--- config.mk ---
export PLATFORM = sky130hd
export DESIGN_NAME = oad_decoder
export DESIGN_NICKNAME = d
export VERILOG_FILES = /design/src/rtl/oad_pkg.sv /design/src/rtl/oad_decoder.sv /design/src/rtl/oad_flag_unit.sv
export SDC_FILE = /design/constraint.sdc
export NUM_CORES = 1
export LEC_CHECK = 0
export BUFFER_PORTS_ARGS = -buffer_cell sky130_fd_sc_hd__buf_4
export CORE_AREA = 4 4 118 232
export CTS_CLUSTER_DIAMETER = 80
export DETAILED_ROUTE_END_ITERATION = 8
export DIE_AREA = 0 0 122 236
export GPL_ROUTABILITY_DRIVEN = 0
export PLACE_DENSITY = 0.73
export SLEW_MARGIN = 20
export SYNTH_ARGS = -nofsm -noshare
export SYNTH_HDL_FRONTEND = slang
export SYNTH_SLANG_ARGS = --single-unit
--- constraint.sdc ---
create_clock -name mclk_i -period 7.2 [get_ports mclk_i]
set_clock_uncertainty 0.1 [all_clocks]
set_input_delay 0.36 -clock mclk_i [delete_from_list [all_inputs] [get_ports mclk_i]]
set_output_delay 0.36 -clock mclk_i [all_outputs]
set_load 0.005 [all_outputs]
--- src/rtl/oad_pkg.sv ---
// Shared constants, types and encodings for the operand addressing decoder.
package oad_pkg;

  // Instruction set size and instruction lengths in bytes.
  localparam int unsigned NUM_INSTR   = 72;
  localparam logic [1:0]  LEN_ONE     = 2'h1;
  localparam logic [1:0]  LEN_TWO     = 2'h2;
  localparam logic [1:0]  LEN_THREE   = 2'h3;

  // Reset values.
  localparam logic [15:0] PC_RESET    = 16'h0000;
  localparam logic [7:0]  BYTE_ZERO   = 8'h00;
  localparam logic [15:0] WORD_ZERO   = 16'h0000;

  // Opcodes that take a two-byte immediate operand, and the branch-to-subroutine opcode decoded as relative.
  localparam logic [7:0]  OP_CMP_INDEX = 8'h8C;
  localparam logic [7:0]  OP_LOAD_SP   = 8'h8E;
  localparam logic [7:0]  OP_LOAD_IX   = 8'hCE;
  localparam logic [7:0]  OP_BRANCH_SUB = 8'h8D;

  // Relative branches are based on the address of the following opcode.
  localparam logic [15:0] REL_BIAS    = 16'h0002;

  // Timing: bus machine cycle and system clock period.
  localparam int unsigned BUS_CYCLE_NS = 1000;
  localparam int unsigned MCLK_NS      = 10;
  localparam int unsigned MCLK_PER_BUS = BUS_CYCLE_NS / MCLK_NS;

  // Data bit positions of the half carry and the carry.
  localparam int unsigned HALF_BIT  = 3;
  localparam int unsigned CARRY_BIT = 7;

  typedef enum logic [2:0] {
    OAD_M_ACC  = 3'h0,
    OAD_M_IMM  = 3'h1,
    OAD_M_DIR  = 3'h2,
    OAD_M_EXT  = 3'h3,
    OAD_M_IDX  = 3'h4,
    OAD_M_IMP  = 3'h5,
    OAD_M_REL  = 3'h6
  } oad_mode_e;

  // Gray codes along fetch -> opcode -> byte2 -> byte3 -> execute.
  typedef enum logic [2:0] {
    OAD_S_FETCH = 3'b000,
    OAD_S_OPC   = 3'b001,
    OAD_S_B2    = 3'b011,
    OAD_S_B3    = 3'b010,
    OAD_S_EXEC  = 3'b110
  } oad_state_e;

  // Four ways an instruction may update a condition flag.
  typedef enum logic [1:0] {
    OAD_F_KEEP = 2'h0,
    OAD_F_CLR  = 2'h1,
    OAD_F_SET  = 2'h2,
    OAD_F_TEST = 2'h3
  } oad_fmode_e;

  typedef enum logic [2:0] {
    OAD_A_ADD  = 3'h0,
    OAD_A_ADC  = 3'h1,
    OAD_A_SUB  = 3'h2,
    OAD_A_SBC  = 3'h3,
    OAD_A_AND  = 3'h4,
    OAD_A_OR   = 3'h5,
    OAD_A_EOR  = 3'h6,
    OAD_A_PASS = 3'h7
  } oad_alu_e;

  typedef struct packed {
    logic h;
    logic i;
    logic n;
    logic z;
    logic v;
    logic c;
  } oad_ccr_s;

  typedef struct packed {
    oad_fmode_e h;
    oad_fmode_e i;
    oad_fmode_e n;
    oad_fmode_e z;
    oad_fmode_e v;
    oad_fmode_e c;
  } oad_flagctl_s;

  localparam oad_ccr_s CCR_RESET = 6'h10;

endpackage

--- src/rtl/oad_decoder.sv ---
// Opcode fetch, addressing-mode decode and effective-address formation.
`timescale 1ns/100ps
module oad_decoder
  import oad_pkg::*;
#(
  parameter int unsigned CYCLE_W = 8
)
(
  input  wire logic         mclk_i,
  input  wire logic         rstn_i,
  // Byte-wide memory read port, data sampled at the end of the strobe cycle.
  output logic [15:0]       mem_addr_o,
  output logic              mem_rd_o,
  input  wire logic [7:0]   mem_data_i,
  // Core register values used for operand and address formation.
  input  wire logic [7:0]   acc_a_i,
  input  wire logic [7:0]   acc_b_i,
  input  wire logic [15:0]  index_i,
  input  wire logic [15:0]  stack_i,
  input  wire logic         pc_load_i,
  input  wire logic [15:0]  pc_load_val_i,
  // Decoded instruction.
  output logic              decode_valid_o,
  output logic [7:0]        opcode_o,
  output oad_mode_e         mode_o,
  output logic [1:0]        length_o,
  output logic              acc_sel_o,
  output logic [15:0]       ea_o,
  output logic [15:0]       operand_o,
  output logic              wide_imm_o,
  output logic [15:0]       pc_o,
  output logic [CYCLE_W-1:0] cycles_o,
  // Condition-code update.
  input  wire logic         alu_valid_i,
  input  wire oad_alu_e     alu_op_i,
  input  wire logic [7:0]   alu_a_i,
  input  wire logic [7:0]   alu_b_i,
  input  wire oad_flagctl_s flag_ctl_i,
  output logic [7:0]        alu_result_o,
  output oad_ccr_s          ccr_o
);

  ////////////////////////////////////////////////////////////////////////////
  // Reset release through two flip-flops.
  logic rst_meta;
  logic rst_n;

  always_ff @(posedge mclk_i or negedge rstn_i)
  begin
    if (!rstn_i)
    begin
      rst_meta <= 1'b0;
      rst_n    <= 1'b0;
    end
    else
    begin
      rst_meta <= 1'b1;
      rst_n    <= rst_meta;
    end
  end

  ////////////////////////////////////////////////////////////////////////////
  // Mode and length decode from the opcode column.
  function automatic oad_mode_e decode_mode(input logic [7:0] op);
    unique case (op[7:4])
      4'h0, 4'h1, 4'h3: decode_mode = OAD_M_IMP;
      4'h2:             decode_mode = OAD_M_REL;
      4'h4, 4'h5:       decode_mode = OAD_M_ACC;
      4'h6, 4'hA, 4'hE: decode_mode = OAD_M_IDX;
      4'h7, 4'hB, 4'hF: decode_mode = OAD_M_EXT;
      4'h9, 4'hD:       decode_mode = OAD_M_DIR;
      4'h8, 4'hC:       decode_mode = (op == OP_BRANCH_SUB) ? OAD_M_REL
                                                            : OAD_M_IMM;
    endcase
  endfunction

  function automatic logic is_wide(input logic [7:0] op);
    is_wide = (op == OP_CMP_INDEX) || (op == OP_LOAD_SP) ||
              (op == OP_LOAD_IX);
  endfunction

  function automatic logic [1:0] decode_len(input oad_mode_e m,
                                            input logic wide);
    unique case (m)
      OAD_M_ACC, OAD_M_IMP:            decode_len = LEN_ONE;
      OAD_M_DIR, OAD_M_IDX, OAD_M_REL: decode_len = LEN_TWO;
      OAD_M_EXT:                       decode_len = LEN_THREE;
      OAD_M_IMM: decode_len = wide ? LEN_THREE : LEN_TWO;
      default:                         decode_len = LEN_ONE;
    endcase
  endfunction

  // Index plus unsigned offset, carry of the low byte into the high byte.
  function automatic logic [15:0] add_index(input logic [15:0] base,
                                            input logic [7:0] off);
    logic [8:0] lo;
    logic [7:0] hi;
    lo = {1'b0, base[7:0]} + {1'b0, off};
    hi = base[15:8] + {7'h00, lo[8]};
    add_index = {hi, lo[7:0]};
  endfunction

  ////////////////////////////////////////////////////////////////////////////
  // Sequencer state.
  oad_state_e   state;
  oad_state_e   next_state;
  logic [15:0]  pc;
  logic [7:0]   opcode;
  logic [7:0]   byte2;
  oad_mode_e    mode;
  logic [1:0]   len;
  logic         wide;
  logic [15:0]  temp_addr;
  logic [CYCLE_W-1:0] cyc_cnt;
  oad_ccr_s     ccr;

  // Decode of the byte arriving in the opcode cycle.
  wire oad_mode_e  opc_mode = decode_mode(mem_data_i);
  wire             opc_wide = is_wide(mem_data_i);
  wire logic [1:0] opc_len  = decode_len(opc_mode, opc_wide);

  // Address of following bytes and of the next opcode.
  wire [15:0] pc_plus1 = pc + 16'h0001;
  wire [15:0] pc_plus2 = pc + REL_BIAS;
  wire [15:0] pc_next  = pc + {14'h0000, len};

  // Effective address for modes that need no third byte.
  wire [15:0] rel_ea  = pc_plus2 + {{8{byte2[7]}}, byte2};
  wire [15:0] idx_ea  = add_index(index_i, byte2);
  wire [15:0] dir_ea  = {BYTE_ZERO, byte2};
  wire [15:0] imp_ea  = (opcode[7:4] == 4'h3) ? stack_i : index_i;
  wire [7:0]  acc_val = opcode[4] ? acc_b_i : acc_a_i;

  // Next-state selection along the byte sequence.
  always_comb
  begin
    unique case (state)
      OAD_S_FETCH: next_state = OAD_S_OPC;
      OAD_S_OPC:   next_state = (opc_len == LEN_ONE) ? OAD_S_EXEC : OAD_S_B2;
      OAD_S_B2:    next_state = (len == LEN_THREE) ? OAD_S_B3 : OAD_S_EXEC;
      OAD_S_B3:    next_state = OAD_S_EXEC;
      OAD_S_EXEC:  next_state = OAD_S_FETCH;
      default:     next_state = OAD_S_FETCH;
    endcase
  end

  // Memory strobe and address for each fetch.
  wire        next_rd   = (state == OAD_S_FETCH) ||
                          (state == OAD_S_OPC && opc_len != LEN_ONE) ||
                          (state == OAD_S_B2 && len == LEN_THREE);
  wire [15:0] next_addr = (state == OAD_S_FETCH) ? pc :
                          (state == OAD_S_OPC)   ? pc_plus1 : pc_plus2;

  always_ff @(posedge mclk_i or negedge rst_n)
  begin
    if (!rst_n)
    begin
      state      <= OAD_S_FETCH;
      mem_rd_o   <= 1'b0;
      mem_addr_o <= PC_RESET;
    end
    else
    begin
      state      <= next_state;
      mem_rd_o   <= next_rd;
      mem_addr_o <= next_rd ? next_addr : mem_addr_o;
    end
  end

  ////////////////////////////////////////////////////////////////////////////
  // Instruction bytes, mode, length and program counter.
  always_ff @(posedge mclk_i or negedge rst_n)
  begin
    if (!rst_n)
    begin
      pc     <= PC_RESET;
      opcode <= BYTE_ZERO;
      byte2  <= BYTE_ZERO;
      mode   <= OAD_M_IMP;
      len    <= LEN_ONE;
      wide   <= 1'b0;
    end
    else
    begin
      if (state == OAD_S_OPC)
      begin
        opcode <= mem_data_i;
        mode   <= opc_mode;
        len    <= opc_len;
        wide   <= opc_wide;
      end
      if (state == OAD_S_B2)
        byte2 <= mem_data_i;
      if (state == OAD_S_EXEC)
        pc <= pc_load_i ? pc_load_val_i : pc_next;
    end
  end

  ////////////////////////////////////////////////////////////////////////////
  // Temporary effective address; the index input is only read.
  always_ff @(posedge mclk_i or negedge rst_n)
  begin
    if (!rst_n)
      temp_addr <= WORD_ZERO;
    else if (state == OAD_S_B2)
      temp_addr <= WORD_ZERO;
    else if (state == OAD_S_B3)
      temp_addr <= {byte2, mem_data_i};
    else if (state == OAD_S_EXEC && mode != OAD_M_EXT && mode != OAD_M_IMM)
      temp_addr <= (mode == OAD_M_IDX) ? idx_ea :
                   (mode == OAD_M_DIR) ? dir_ea :
                   (mode == OAD_M_REL) ? rel_ea :
                   (mode == OAD_M_IMP) ? imp_ea : WORD_ZERO;
    else if (state == OAD_S_EXEC && mode == OAD_M_IMM && !wide)
      temp_addr <= {BYTE_ZERO, byte2};
  end

  ////////////////////////////////////////////////////////////////////////////
  // Bus machine cycles spent on the current instruction.
  logic [6:0] bus_div;
  wire        bus_tick = (bus_div == 7'(MCLK_PER_BUS - 1));

  always_ff @(posedge mclk_i or negedge rst_n)
  begin
    if (!rst_n)
    begin
      bus_div <= 7'h00;
      cyc_cnt <= '0;
    end
    else
    begin
      bus_div <= bus_tick ? 7'h00 : bus_div + 7'h01;
      if (state == OAD_S_EXEC)
        cyc_cnt <= '0;
      else if (bus_tick)
        cyc_cnt <= cyc_cnt + 1'b1;
    end
  end

  ////////////////////////////////////////////////////////////////////////////
  // Decoded outputs, registered when execution starts and held, but pc_o follows the program counter every clock; decode_valid_o marks them for one clock.
  wire is_exec = (state == OAD_S_EXEC);

  always_ff @(posedge mclk_i or negedge rst_n)
  begin
    if (!rst_n)
    begin
      decode_valid_o <= 1'b0;
      opcode_o       <= BYTE_ZERO;
      mode_o         <= OAD_M_IMP;
      length_o       <= LEN_ONE;
      acc_sel_o      <= 1'b0;
      ea_o           <= WORD_ZERO;
      operand_o      <= WORD_ZERO;
      wide_imm_o     <= 1'b0;
      pc_o           <= PC_RESET;
      cycles_o       <= '0;
    end
    else
    begin
      decode_valid_o <= is_exec;
      pc_o           <= pc;
      if (is_exec)
      begin
        opcode_o   <= opcode;
        mode_o     <= mode;
        length_o   <= len;
        acc_sel_o  <= opcode[4];
        wide_imm_o <= wide;
        cycles_o   <= cyc_cnt;
        ea_o       <= (mode == OAD_M_EXT) ? temp_addr :
                      (mode == OAD_M_IMM) ? pc_plus1 :
                      (mode == OAD_M_IDX) ? idx_ea :
                      (mode == OAD_M_DIR) ? dir_ea :
                      (mode == OAD_M_REL) ? rel_ea :
                      (mode == OAD_M_IMP) ? imp_ea : WORD_ZERO;
        operand_o  <= (mode == OAD_M_ACC) ? {BYTE_ZERO, acc_val} :
                      (mode == OAD_M_IMM) ? (wide ? temp_addr
                                                  : {BYTE_ZERO, byte2})
                                          : WORD_ZERO;
      end
    end
  end

  ////////////////////////////////////////////////////////////////////////////
  // Condition-code register.
  logic [7:0] next_result;
  oad_ccr_s   next_ccr;

  oad_flag_unit u_flags (
    .a_i      (alu_a_i),
    .b_i      (alu_b_i),
    .op_i     (alu_op_i),
    .ctl_i    (flag_ctl_i),
    .ccr_i    (ccr),
    .result_o (next_result),
    .ccr_o    (next_ccr)
  );

  always_ff @(posedge mclk_i or negedge rst_n)
  begin
    if (!rst_n)
    begin
      ccr          <= CCR_RESET;
      alu_result_o <= BYTE_ZERO;
    end
    else if (alu_valid_i)
    begin
      ccr          <= next_ccr;
      alu_result_o <= next_result;
    end
  end

  assign ccr_o = ccr;

endmodule

--- src/rtl/oad_flag_unit.sv ---
// Arithmetic result and condition-code update for one operation.
`timescale 1ns/100ps
module oad_flag_unit
  import oad_pkg::*;
(
  input  wire logic [7:0]   a_i,
  input  wire logic [7:0]   b_i,
  input  wire oad_alu_e     op_i,
  input  wire oad_flagctl_s ctl_i,
  input  wire oad_ccr_s     ccr_i,
  output logic [7:0]        result_o,
  output oad_ccr_s          ccr_o
);

  // Carry in applies only to the with-carry forms.
  wire       cin    = (op_i == OAD_A_ADC || op_i == OAD_A_SBC) ? ccr_i.c : 1'b0;
  wire       is_sub = (op_i == OAD_A_SUB || op_i == OAD_A_SBC);
  wire [8:0] sum9   = {1'b0, a_i} + {1'b0, b_i} + {8'h00, cin};
  wire [8:0] dif9   = {1'b0, a_i} - {1'b0, b_i} - {8'h00, cin};
  wire [4:0] hsum   = {1'b0, a_i[3:0]} + {1'b0, b_i[3:0]} + {4'h0, cin};
  wire [4:0] hdif   = {1'b0, a_i[3:0]} - {1'b0, b_i[3:0]} - {4'h0, cin};
  wire       is_ar  = (op_i <= OAD_A_SBC);

  // Result selection for every operation.
  always_comb
  begin
    unique case (op_i)
      OAD_A_ADD, OAD_A_ADC: result_o = sum9[7:0];
      OAD_A_SUB, OAD_A_SBC: result_o = dif9[7:0];
      OAD_A_AND:            result_o = a_i & b_i;
      OAD_A_OR:             result_o = a_i | b_i;
      OAD_A_EOR:            result_o = a_i ^ b_i;
      OAD_A_PASS:           result_o = b_i;
    endcase
  end

  // Flag tests: half carry from bit 3, carry from bit 7, overflow, sign, zero.
  wire t_h = is_sub ? hdif[4] : hsum[4];
  wire t_c = is_ar & (is_sub ? dif9[8] : sum9[8]);
  wire t_v = is_ar & (is_sub ? (a_i[CARRY_BIT] != b_i[CARRY_BIT])
                             : (a_i[CARRY_BIT] == b_i[CARRY_BIT]))
           & (result_o[CARRY_BIT] != a_i[CARRY_BIT]);
  wire t_n = result_o[CARRY_BIT];
  wire t_z = (result_o == BYTE_ZERO);

  // Apply one of the four update ways to a flag.
  function automatic logic upd(input oad_fmode_e m, input logic old,
                               input logic test);
    unique case (m)
      OAD_F_KEEP: upd = old;
      OAD_F_CLR:  upd = 1'b0;
      OAD_F_SET:  upd = 1'b1;
      OAD_F_TEST: upd = test;
    endcase
  endfunction

  // The interrupt mask has no arithmetic test; a test leaves it as it is.
  assign ccr_o.h = upd(ctl_i.h, ccr_i.h, t_h);
  assign ccr_o.i = upd(ctl_i.i, ccr_i.i, ccr_i.i);
  assign ccr_o.n = upd(ctl_i.n, ccr_i.n, t_n);
  assign ccr_o.z = upd(ctl_i.z, ccr_i.z, t_z);
  assign ccr_o.v = upd(ctl_i.v, ccr_i.v, t_v);
  assign ccr_o.c = upd(ctl_i.c, ccr_i.c, t_c);

endmodule

### After elaboration in Yosys (flattened, before gate mapping)

Index checks and enable logic that the tools add are counted.

| cells by class | value |
|---|---|
| mux-type cells | 39 |
| $add $sub $neg | 16 |
| bitwise logic cells | 12 |
| eq/ne operators | 69 |
| $lt $le $gt $ge | 1 |
| reduce and logical (&&, ||, !) cells | 42 |

Operator list:

| kind | count |
|---|---|
| 16-bit two-way mux | 17 |
| 8-bit one-hot mux with 6 select lines | 1 |
| 4-bit == test (second input constant) | 8 |
| 8-bit == test (second input constant) | 4 |
| 3-bit == test (second input constant) | 10 |
| 2-bit == test (second input constant) | 13 |
| 3-bit by 2-bit == test with 1-bit output (second input constant) | 8 |
| 8-bit two-way mux | 3 |
| 3-bit one-hot mux with 7 select lines | 1 |
| 8-bit by 8-bit adder with 9-bit output | 2 |
| 16-bit by 1-bit adder with 16-bit output (second input constant) | 1 |
| 16-bit adder | 1 |
| 16-bit by 2-bit adder with 16-bit output | 1 |
| 16-bit by 2-bit adder with 16-bit output (second input constant) | 1 |
| 4-bit by 3-bit == test with 1-bit output (second input constant) | 4 |
| 1-bit one-hot mux with 3 select lines | 5 |
| 2-bit by 1-bit == test with 1-bit output (second input constant) | 7 |
| 3-bit by 1-bit == test with 1-bit output (second input constant) | 4 |
| 4-bit by 2-bit == test with 1-bit output (second input constant) | 3 |
| 2-bit zero test | 6 |
| 3-bit one-hot mux with 4 select lines | 1 |
| 2-bit AND reduction | 6 |
| 2-bit OR reduction | 6 |
| 3-bit OR reduction | 4 |
| 36 further kinds | 62 |

| word-level totals | value |
|---|---|
| logic and storage cells | 210 |
| bits in registers | 177 |

### Depth between registers and ports, before layout

| logic depth | value |
|---|---|
| word-level depth | 10 |
| mapped depth | 17 |
| depth with buffers taken out | 17 |

### Cells and area by module

A second synthesis with hierarchy kept.

| unflattened totals | value |
|---|---|
| cells, all modules | 1374 |
| area, all modules | 12214.2 um^2 |

Modules (own cells, without submodules):

| module | area each (um^2) | cells an instance | instances | seq. area each (um^2) |
|---|---|---|---|---|
| oad_decoder | 10528.8 | 1163 | 1 | 4413.0 |
| oad_flag_unit | 1685.4 | 211 | 1 | 0.0 |

### Worst setup path before layout

Ideal clock, no wire load.

| timing | value |
|---|---|
| path type | flip-flop to flip-flop |
| start point | register byte2[0] |
| end point | register ea_o[14] |
| period minus slack after synthesis | 3.432 ns |
| library setup time | 0.119 ns |
| slack | 3.768 ns |
| arrival | 3.213 ns |
| stages on the path, launching flop included | 18 |
| data required time | 6.981 ns |
| path through | dfrtp_1 -> ha_1 -> fa_1 -> a21o_1 -> a21oi_1 -> o21ai_0 -> a21o_1 -> a21o_1 -> ha_1 -> ha_1 -> and3_1 -> nand3_1 -> xnor2_1 -> o21ai_0 -> o22ai_1 -> a21oi_1 -> o41ai_1 -> o21a_1 |

| on the way | value |
|---|---|
| cells in the longest elaborated chain, start to end | 6 |

Ends and longest elaborated chain:

| item | line | text |
|---|---|---|
| from (decl) | oad_decoder.sv:109 | `logic [7:0] byte2;` |
| from (signal assigned) | oad_decoder.sv:193 | `byte2 <= mem_data_i;` |
| branches (longest 3 deep; another with 8-bit by 8-bit adder with 9-bit output) | -- |  |
| 16-bit two-way mux * | oad_decoder.sv:273 | `(mode == OAD_M_IDX) ? idx_ea :` |
| 16-bit two-way mux * | oad_decoder.sv:272 | `(mode == OAD_M_IMM) ? pc_plus1 :` |
| 16-bit two-way mux * | oad_decoder.sv:271 | `ea_o <= (mode == OAD_M_EXT) ? temp_addr :` |
| to (signal assigned) | oad_decoder.sv:271 |  |
| to (decl) | oad_decoder.sv:28 | `output logic [15:0] ea_o,` |

Every way passes the cells marked *.
A chain may end at the register's enable or synchronous reset.

### Worst setup path after layout

Same ends and word-level chain as after synthesis.

==> impl_metrics.env <==
export IMPL_dieArea_um2=28790
export IMPL_synth_area_top_cells="dfrtp_1 37%, ha_1 6.8%, nand2_1 5.8%"
export IMPL_clk_latency_ns=0.45
export IMPL_clk_pin_slew_ns=0.07
export IMPL_rsz0062_at_grt="false"
export IMPL_setup_tns_ns=0
export IMPL_vias_per_cell=5.783
export IMPL_num_io_pins=210
export IMPL_drcViolationCount=0
export IMPL_cts_buffer_depth=2
export IMPL_cp_data_arrival_time_ns=4.04
export IMPL_final_util=0.5357
export IMPL_antenna_found_initial=0
export IMPL_path_class="reg -> reg"
export IMPL_worst_slew_pin_slew_ns=0.9939
export IMPL_critical_path_cell_chain="ha_1, fa_1, a21o_1, a21oi_1, o21ai_0, a21o_1, a21o_1, ha_1, ha_1, and3_1, nand3_1, xnor2_1, o21ai_0, o22ai_1, a21oi_1, o41ai_1, o21a_1"
export IMPL_cp_max_fo=8
export IMPL_htree_num_levels=4
export IMPL_yosys_area_top_type="dfrtp_1"
export IMPL_drt_initial_drc_count=789
export IMPL_cts_tree="done"
export IMPL_r2r_cells=17
export IMPL_ys_ff_latch=176
export IMPL_slew_violations=0
export IMPL_clock_root_buffer="clkbuf_16"
export IMPL_slew_headroom=0.3374
export IMPL_die_h_um=236
export IMPL_start_kind="flip-flop"
export IMPL_post_route_period_util=0.5294
export IMPL_via_count=10350
export IMPL_whs_path_depth=2
export IMPL_ctsResizeCount=0
export IMPL_pwr_density_cell_nw_per_um2=419.0
export IMPL_area_delta_synth_final_pct=20.83
export IMPL_cts_buffers=17
export IMPL_preCtsSetupSlack_ns=3.416
export IMPL_yosysWarnings=0
export IMPL_syn_num_nets=1452
export IMPL_rows=83
export IMPL_hold_class="in -> reg"
export IMPL_fmax_ghz=0.2624
export IMPL_grt_pass1_vias=10230
export IMPL_max_cap_violations=0
export IMPL_finalHoldWorstSlack_ns=0.06929
export IMPL_synth_cells=1276
export IMPL_drive_gt1_frac=0.2133
export IMPL_antenna_left=0
export IMPL_initial_core_util=0.4433
export IMPL_place_hpwl_mm=27.20
export IMPL_synth_distinct_cells=72
export IMPL_report_final_setup_viol=0
export IMPL_leakagePower_nw=6.279
export IMPL_cts_sinks=176
export IMPL_timing_final_ws_setup_ns=3.389
export IMPL_antenna_cells=0
export IMPL_ys_flop_type="dfrtp_1"
export IMPL_firstDrtPassIters=6
export IMPL_die_x_um=122
export IMPL_cp_slowest_stage_delay_ns=0.47
export IMPL_grt_max_degree=87
export IMPL_routed_wl_mm=35.20
export IMPL_final_hold_viol_count=0
export IMPL_post_drt_wl_per_cell_um=19.68
export IMPL_synth_top_area_share=0.3719
export IMPL_core_um2=25650
export IMPL_worst_ep_required_time_ns=7.43
export IMPL_grt_overflow=0
export IMPL_period_needed_ns=3.811
export IMPL_grt_usage=0.2442
export IMPL_peakVddDrop_mv=0.2123
export IMPL_seq_area_frac_synth=0.3881
export IMPL_syn_avg_cell_area_um2=8.912
export IMPL_synth_edff_count=0
export IMPL_fin_total_pwr_w=0.005758
export IMPL_crit_family="compound AO/OA/AOI/OAI gates"
export IMPL_critical_path_depth=17
export IMPL_fillers=2406
export IMPL_crit_slowest_cell="dfrtp_1"
export IMPL_nets=1612
export IMPL_path_buf_inv=0
export IMPL_async_flop_share=1.000
export IMPL_io_buffer_count=209
export IMPL_netlist_area_um2=11370
export IMPL_outcome="finished, final reports clean"
export IMPL_end_kind="flip-flop"
export IMPL_grt_pass1_wl_mm=54.57
cell usage after synthesis (9+ instances only):
master / instances
buf_2: 20
xor2_1: 37
o211ai_1: 9
inv_1: 52
mux2_2: 35
nand2b_1: 11
nand2_1: 177
nand4_1: 9
ha_1: 62
nor2_1: 110
o21ai_0: 77
a211oi_1: 11
nand3_1: 26
a22oi_1: 10
a21oi_1: 98
xnor2_1: 45
mux2i_1: 32
a22o_1: 12
dfrtp_1: 169
clkbuf_1: 49
a21o_1: 19
a221oi_1: 13
o22ai_1: 16
nor3_1: 28
and3_1: 12
nor2b_1: 13
cell families after synthesis:
group	Yosys count	synth area share
AO/OA/AOI/OAI	326	0.1832
XOR/XNOR	82	0.06315
adder cells (fa/ha/maj)	69	0.08054
buffers and inverters	131	0.04676
flip-flops	176	0.3881
multiplexers	73	0.07405
other	1	0.0003298
AND/OR/NAND/NOR	418	0.1639
timing repair:
item	4_1_cts	5_1_grt
setup buffers	0	0
hold buffers	1	0
hold endpoints to repair	2	0
final cells by class:
cell class              count  area, µm²  share of cell area
clock buffers              21      470.5             0.03424
multi-input cells         969       6441              0.4688
clock inverters            11      145.1             0.01056
inverters                  54      202.7             0.01475
well taps                 340      425.4             0.03096
flip-flops and latches    176       4417              0.3214
repair buffers            218       1639              0.1193
per-layer routing:
| metal | global-route usage | vias up | share of wire |
|---|---|---|---|
| li1 | - | 4817 | - |
| met1 | 0.2639 | 4952 | 0.35 |
| met2 | 0.4365 | 446 | 0.54 |
| met3 | 0.03143 | 131 | 0.048 |
| met4 | 0.1595 | 0 | 0.067 |
| met5 | 0 | - | 0 |
worst reg2reg max path, delay by kind of cell (launching register included):
family / cells / cell delay (ns)
DFF: 1 / 0.47
AOI/OAI and AO/OA: 10 / 1.68
adders and majority gates: 4 / 1.07
xor gates and xnor gates: 1 / 0.06
and+or+nand+nor: 2 / 0.31
report_power, final:
part | internal (W) | total, W | switching, W | leakage [nW]
Sequential | 0.00138 | 0.00192 | 0.000541 | 2.15
Clock | 0.000550 | 0.000970 | 0.000420 | 0.300
Combinational | 0.00130 | 0.00287 | 0.00157 | 3.83
Total | 0.00323 | 0.00576 | 0.00253 | 6.28
path summary, 6_finish.rpt:
kind                                 from  slack, ns     endpoint
hold / removal             flag_ctl_i[11]       0.07     ccr_o[5]
hold reg to reg                     rst_n       0.25  opcode_o[6]
max in group asynchronous           rst_n       5.40     pc_o[10]
setup reg to reg                 byte2[0]       3.39     ea_o[14]
setup / recovery                 byte2[0]       3.39     ea_o[14]
min in group asynchronous          rstn_i       0.13        rst_n
registers in the layout (all words and copies together) (netlist names), 3 cells and up:
name and cells:
ea_o 16, mem_addr_o 16, operand_o 16, pc 16, pc_o 16, temp_addr 16, alu_result_o 8, byte2 8
cyc_cnt 8, cycles_o 8, opcode 8, opcode_o 8, bus_div 7, ccr_o 6, mode 3, mode_o 3
state 3
layout by cell type (no fill, tap or decap), types with 12 or more instances in the layout:
cell type  synthesis  routed
buf_4              2     217
nand2_1          177     177
dfrtp_1          169     168
nor2_1           110     108
a21oi_1           98      97
o21ai_0           77      77
ha_1              62      62
inv_1             52      52
xnor2_1           45      45
xor2_1            37      37
mux2_2            35      35
mux2i_1           32      32
nor3_1            28      28
nand3_1           26      26
a21o_1            19      19
clkbuf_16          0      17
o22ai_1           16      16
nor2b_1           13      13
a221oi_1          13      13
and3_1            12      12
a22o_1            12      12
per-stage QoR:
stage | std cells | instance area [µm²]
floorplan | 1276 | 11370
global placement | 1756 | 13110
detailed placement | 1756 | 13110
CTS | 1789 | 13740
global route | 1789 | 13740
finish | 1789 | 13740
Power figures use the tool's default switching activity.
